[src/vpg_fifo.sv]
`timescale 1ns/1ps
module vpg_fifo #(
  parameter int WIDTH = 11,
  parameter int DEPTH = 32
) (
  input logic clk, // system clock
  input logic rst, // async reset, high
  input logic flush, // drop all content
  input logic inValid, // write request
  output logic inReady, // room for a word
  input logic [WIDTH-1:0] inData, // word in
  output logic outValid, // word available
  input logic outReady, // reader takes word
  output logic [WIDTH-1:0] outData // word out
);
  localparam int AW = $clog2(DEPTH);

  initial begin
    if (DEPTH < 2 || (1 << AW) != DEPTH) $error("depth must be a power of two");
  end

  typedef struct packed {
    logic [DEPTH-1:0][WIDTH-1:0] mem;
    logic [AW-1:0] wrPtr;
    logic [AW-1:0] rdPtr;
    logic [AW:0] count;
  } vpg_fifo_state_t;

  vpg_fifo_state_t st_reg, st_next;
  logic push, pop;

  // handshakes from the fill level
  assign inReady = (st_reg.count != (AW+1)'(DEPTH));
  assign outValid = (st_reg.count != '0);
  assign outData = st_reg.mem[st_reg.rdPtr];
  assign push = inValid && inReady;
  assign pop = outValid && outReady;

  // pointer and storage update
  always_comb begin
    st_next = st_reg;
    if (flush) begin
      st_next.wrPtr = '0;
      st_next.rdPtr = '0;
      st_next.count = '0;
    end else begin
      if (push) begin
        st_next.mem[st_reg.wrPtr] = inData;
        st_next.wrPtr = st_reg.wrPtr + 1'b1;
      end
      if (pop) st_next.rdPtr = st_reg.rdPtr + 1'b1;
      if (push && !pop) st_next.count = st_reg.count + 1'b1;
      else if (pop && !push) st_next.count = st_reg.count - 1'b1;
    end
  end

  // state register
  always_ff @(posedge clk or posedge rst) begin
    if (rst) st_reg <= '0;
    else st_reg <= st_next;
  end

endmodule : vpg_fifo

[config.mk]
export PLATFORM = sky130hd
export DESIGN_NAME = vpg_fifo
export DESIGN_NICKNAME = d
export VERILOG_FILES = /design/src/vpg_fifo.sv
export SDC_FILE = /design/constraint.sdc
export NUM_CORES = 1
export LEC_CHECK = 0
export BUFFER_PORTS_ARGS = -buffer_cell sky130_fd_sc_hd__clkbuf_2
export CAP_MARGIN = 20
export CORE_UTILIZATION = 57
export CTS_CLUSTER_DIAMETER = 200
export DETAILED_ROUTE_END_ITERATION = 10
export PLACE_DENSITY = 0.76
export SYNTH_ARGS = -nofsm -noshare
export SYNTH_HDL_FRONTEND = slang
export SYNTH_SLANG_ARGS = --single-unit
[constraint.sdc]
create_clock -name clk -period 14.91 [get_ports clk]
set_clock_uncertainty 0.2 [all_clocks]
set_input_delay 4.473 -clock clk [delete_from_list [all_inputs] [get_ports clk]]
set_output_delay 4.473 -clock clk [all_outputs]
set_load 0.005 [all_outputs]
# Word-level counts from Yosys, hierarchy flattened
# Cells that the tools add are included.
# op_classes
addsub	4
magnitude_cmp	3
n_eq_ne	1
n_mux	10
bitwise_logic	1
reduce_logical	12
# op_table
operator	n
$bwmux 352	1
$bmux 11 s5	1
$demux 11 s5	1
$mux 11	2
$mux 16	1
$lt 5x6->1 const B	2
$mux 6	2
$add 5x1->5 const B	2
$mux 5	2
$add 6x1->6 const B	1
$ne 6x6->1 const B	1
$reduce_bool 6->1	1
$sub 6x1->6 const B	1
$ge 5x1->1 const B	1
$logic_and 1x1->1	5
$reduce_bool 2->1	2
$reduce_bool 3->1	1
$logic_not 1->1	2
$reduce_and 2->1	1
$not 1->1	1
# word_totals
regBits	368
in_bits	16
output_inout_bits	13
elab_cells	66

# Longest topological paths before layout
# depth
ltp_word	7
ltp_mapped	11
ltp_nobuf	10

# Worst setup path after synthesis
# No wires, ideal clock.
# synth_path
path_kind	input port to flip-flop
from	in outReady
to	reg st_reg[5] (netlist bit)
setup_ns	0.125
arrival_time_ns	6.303
t_required_ns	14.585
slack_ns	8.282
path_stages	10
path_buffers	1
cell_sequence	o31a_1 buf_2 nor2_1 inv_1 ha_1 a21oi_1 nand2_1 a31oi_1 mux2i_1 mux2_2
# synth_between
elab_chain_cells	5
elab_cells_between_ends	7
cone_classes	mux: 2; reduce/logical: 5
# synth_lines
item	line	rtl
from (decl)	13	input logic outReady,
$logic_and 1x1->1 (*)	37	assign pop = outValid && outReady;
$logic_not 1->1	52	if (push && !pop) st_next.count = st_reg.count + 1'b1;
$logic_and 1x1->1	52	
$mux 6	52	
$mux 16	42	if (flush) begin
to (signal assigned)	60	else st_reg <= st_next;
to (decl)	29	vpg_fifo_state_t st_reg, st_next;
# Every way passes the cells marked *; elsewhere a longest branch is shown, timed or not.
# A chain may end at the register's enable or synchronous reset.

# Worst setup path in the final report
# layout_path
from	reg st_reg[7] (netlist bit)
to	out outData[6]
# layout_between
elab_chain_cells	2
# layout_lines
item	line	rtl
$bmux 11 s5	35	assign outData = st_reg.mem[st_reg.rdPtr];
$mux 11 (implied by the code)	35	
to (decl)	14	output logic [WIDTH-1:0] outData
# No other way between the ends. The select of a mux whose other input is x is not followed.

==> summary.md <==
| Metric | Value |
|---|---|
| Status | `complete, no violations` |
| Pwr Density | `135.7 mW/mm^2` |
| Largest family of logic cells by synthesized area | `multiplexers` |
| Primary FF master, synth | `sky130_fd_sc_hd__dfrtp_1` |
| Start-to-end type of the worst setup path | `reg -> out` |
| Hold bufs inserted after CTS | `0` |
| Routed wirelength normalized by instance count | `25.79 um` |
| YS warnings | `0` |
| Switching part of the total power | `29.13%` |
| Arrival time at the worst endpoint | `3600 ps` |
| Final critical delay including setup and external delays | `8271 ps` |
| Setup TNS | `0 ps` |
| Crit path capture type | `output port` |
| Clock transition at the registers of the reported paths | `60 ps` |
| Arithmetic-cell share of the synthesized area counting full adders, half adders and majority gates | `0.7820%` |
| Vias per cell | `6.232` |
| Avg Inst Size Synth | `15.40 sq um` |
| Number of slew-limit violations in the final report | `0` |
| DRC violation count after routing | `0` |
| Final ANT Viol Nets | `0` |
| Met1 usage in global routing | `39.58%` |
| Clock network latency to the later pin of the worst-skew pair | `530 ps` |
| Number of enable flip-flop cells after synthesis | `0` |
| Final wirelength | `42290 um` |
| Fillcell total | `2307` |
| Clock root cell | `sky130_fd_sc_hd__clkbuf_16` |
| Std-Cell Rows | `65` |
| Effective utilization at floorplan | `58.36%` |
| Sinks on the clock net | `368` |
| Fraction of final layout cells sized beyond drive strength 1 | `41.83%` |
| Synthesis-to-finish area growth | `7.659%` |
| Layout net count | `1204` |
| Post-CTS setup-driven buffer insertion count | `0` |
| Sequential Power Share | `41.7%` |
| Total global routing track utilization | `26.74%` |
| Final cycle utilization of the critical path | `55.47%` |
| Die span in x | `182.4 um` |
| Height of the die | `182.4 um` |
| Flip-flop and latch count after synthesis | `368` |
| Largest area contributor in the netlist | `sky130_fd_sc_hd__dfrtp_1` |
| Clock tree from TritonCTS | `yes` |
| Largest delay contributor family on the critical path | `simple AND/OR/NAND/NOR gates` |
| First-pass GRT wire length | `67500 um` |
| Drt first-iter violations | `764` |
| Number of unique standard cell types used by synthesis | `46` |
| Setup repair after global routing missed its margin | `no` |
| Area fraction in and, or, nand and nor cells after synthesis | `3.573%` |
| Multiplexer share of the synthesized area | `38.73%` |
| Combined area of all synthesized cells | `0.01856 sq mm` |
| Cell with the largest stage delay on the worst path | `sky130_fd_sc_hd__nor2b_2` |
| Portion of the post-synthesis area used by sequential elements | `49.62%` |
| Antenna violations before repair | `0` |
| Setup crit start kind | `flip-flop` |
| Top Ports | `29` |
| Final number of hold-violating endpoints | `0` |
| Pin count of the biggest net entering global routing | `155` |
| Leftover overflow at the end of global routing | `0` |
| Max stage delay on crit path | `970 ps` |
| Switching power total | `789.8 uW` |
| Post-synth ARST share | `100.0%` |
| Buffer levels on the longest clock path | `3` |
| Internal power | `1.921 mW` |
| Worst-margin pin slew | `1122 ps` |
| Gpl congestion | `0.8798` |
| Share of total power in combinational logic | `22.6%` |
| Total via count after detailed routing | `10220` |
| Number of max-cap violations | `0` |
| Gate count of the mapped netlist | `1205` |
| Input/output buffers | `28` |
| Number of H-tree branching levels | `2` |
| Proportion of power drawn by the clock network | `35.7%` |
| Area enclosed by the die boundary | `0.03329 sq mm` |
| Total half-perimeter wirelength after legalization and detailed placement | `25170 um` |
| Required time worst endpoint | `10240 ps` |
| Number of antenna repair diodes | `0` |
| Placeable core region | `0.03180 sq mm` |
| Synth area leaders | `sky130_fd_sc_hd__dfrtp_1 (50%), sky130_fd_sc_hd__mux2_4 (23%), sky130_fd_sc_hd__mux2i_1 (6.1%)` |
| Critical path buffer and inverter count | `2` |
| Number of global-route vias before repair | `10930` |
| Gates resized, CTS repair | `0` |
| Worst min-delay path category | `reg -> reg` |
| Post-synthesis xor/xnor area fraction | `0.5596%` |
| DRT Pass-1 Iters | `5` |
| Max Clock Freq | `0.1209 GHz` |
| Fraction of met2 tracks used by global routing | `39.98%` |
| Top fanout value on the critical path | `50` |
| Max IR drop VDD | `0.07200 mV` |
| Fraction of the mapped netlist area in compound gates | `3.047%` |
| Area share of the largest cell type after synthesis | `49.62%` |
| Slew Limit Headroom | `24.84%` |
| Routing layer with the top usage in global route | `met2` |
| Count of final setup violators | `0` |
| Net count after synthesis | `1232` |
| Number of flip-flops under the largest register name | `368` |
| Most common cell after layout, fill and taps aside | `sky130_fd_sc_hd__dfrtp_1` |
| Num CTS Buffers | `40` |
| Critical Path, Cell by Cell | `buf_4, nor2b_2, a22o_1, nor3_1, a31oi_1, o221ai_1, clkbuf_2` |
| Leakage power of the design | `9.118 nW` |
| Leading cell types in the layout, fill and taps excluded | `sky130_fd_sc_hd__dfrtp_1 (366), sky130_fd_sc_hd__mux2_4 (288), sky130_fd_sc_hd__mux2i_1 (114), sky130_fd_sc_hd__mux4_2 (44), sky130_fd_sc_hd__clkbuf_16 (41)` |
| Placed cell count | `1568` |
| Final Instance Count excl. Fillers | `1640` |
| Global routing usage on met3 | `5.468%` |
## cell type report
cell class,instances,area [sq um],share of cell area (%)
Clock buffer,65,1206,6.037
Tap cell,435,544.3,2.724
Inverter,6,30.03,0.1503
Sequential cell,368,9214,46.11
Timing Repair Buffer,38,255.2,1.277
Multi-Input combinational cell,723,8671,43.40
Clock inverter,5,60.06,0.3006
## logic make-up (layout without fill, tap and decap cells)
family	after synthesis	in the layout
buffers and inverters	114	114
DFF	368	368
AOI/OAI and AO/OA	77	77
xor gates and xnor gates	11	11
muxes	511	511
and+or+nand+nor	113	113
adders and majority gates	11	11
## per-stage QoR
step                utilization (%)  worst slack (ps)  instance area (sq um)  power, mW  hold slack, ps
finish                        62.83              6639                  19980      2.711           283.5
detailed placement            58.68              7070                  18660      1.748           273.2
global placement              58.68              7067                  18660      1.739           262.2
floorplan                         -             19.84                  18560      1.574           252.4
CTS                           62.66              6474                  19930      2.715           285.5
global route                  62.83              6561                  19980      2.814           302.4
## synth_stat cells, drive strengths merged, types with 4 or more instances
master / n
a22o: 22
nor3: 12
mux2: 353
dfrtp: 368
a22oi: 11
nor2: 49
buf: 51
xnor2: 5
clkbuf: 57
xor2: 6
mux2i: 114
a21oi: 14
ha: 10
inv: 6
nor2b: 4
o221ai: 11
mux4: 44
nand2: 18
a31oi: 12
nand3: 7
## power by group through the flow
| stage | logic [mW] | clock network [mW] | registers [mW] |
|---|---|---|---|
| finish | 0.612 | 0.969 | 1.13 |
| global route | 0.654 | 1.02 | 1.14 |
| CTS | 0.607 | 0.979 | 1.13 |
| detailed placement | 0.603 | 0 | 1.15 |
| global placement | 0.596 | 0 | 1.14 |
| floorplan | 0.460 | 0 | 1.11 |
## path summary, 6_finish.rpt
kind                       slack (ps)                       to               startpoint  cells past startpoint
max                              6640               outData[6]    st_reg[7]$_DFFE_PP0P_                      7
min                               280  st_reg[140]$_DFFE_PP0P_  st_reg[140]$_DFFE_PP0P_                      1
max reg2reg                     11300    st_reg[5]$_DFFE_PP0P_    st_reg[1]$_DFFE_PP0P_                     10
min reg2reg                       280  st_reg[140]$_DFFE_PP0P_  st_reg[140]$_DFFE_PP0P_                      1
max in group asynchronous        8110  st_reg[292]$_DFFE_PP0P_                      rst                      5
min in group asynchronous        3790  st_reg[271]$_DFFE_PP0P_                      rst                      2
## metal layers
metal	vias up	part of all wire, %
met3	74	6.2
met1	5484	46
li1	4317	-
met4	0	2.5
met5	-	0
met2	345	45
No activity file was read; power rests on OpenSTA's default activity.
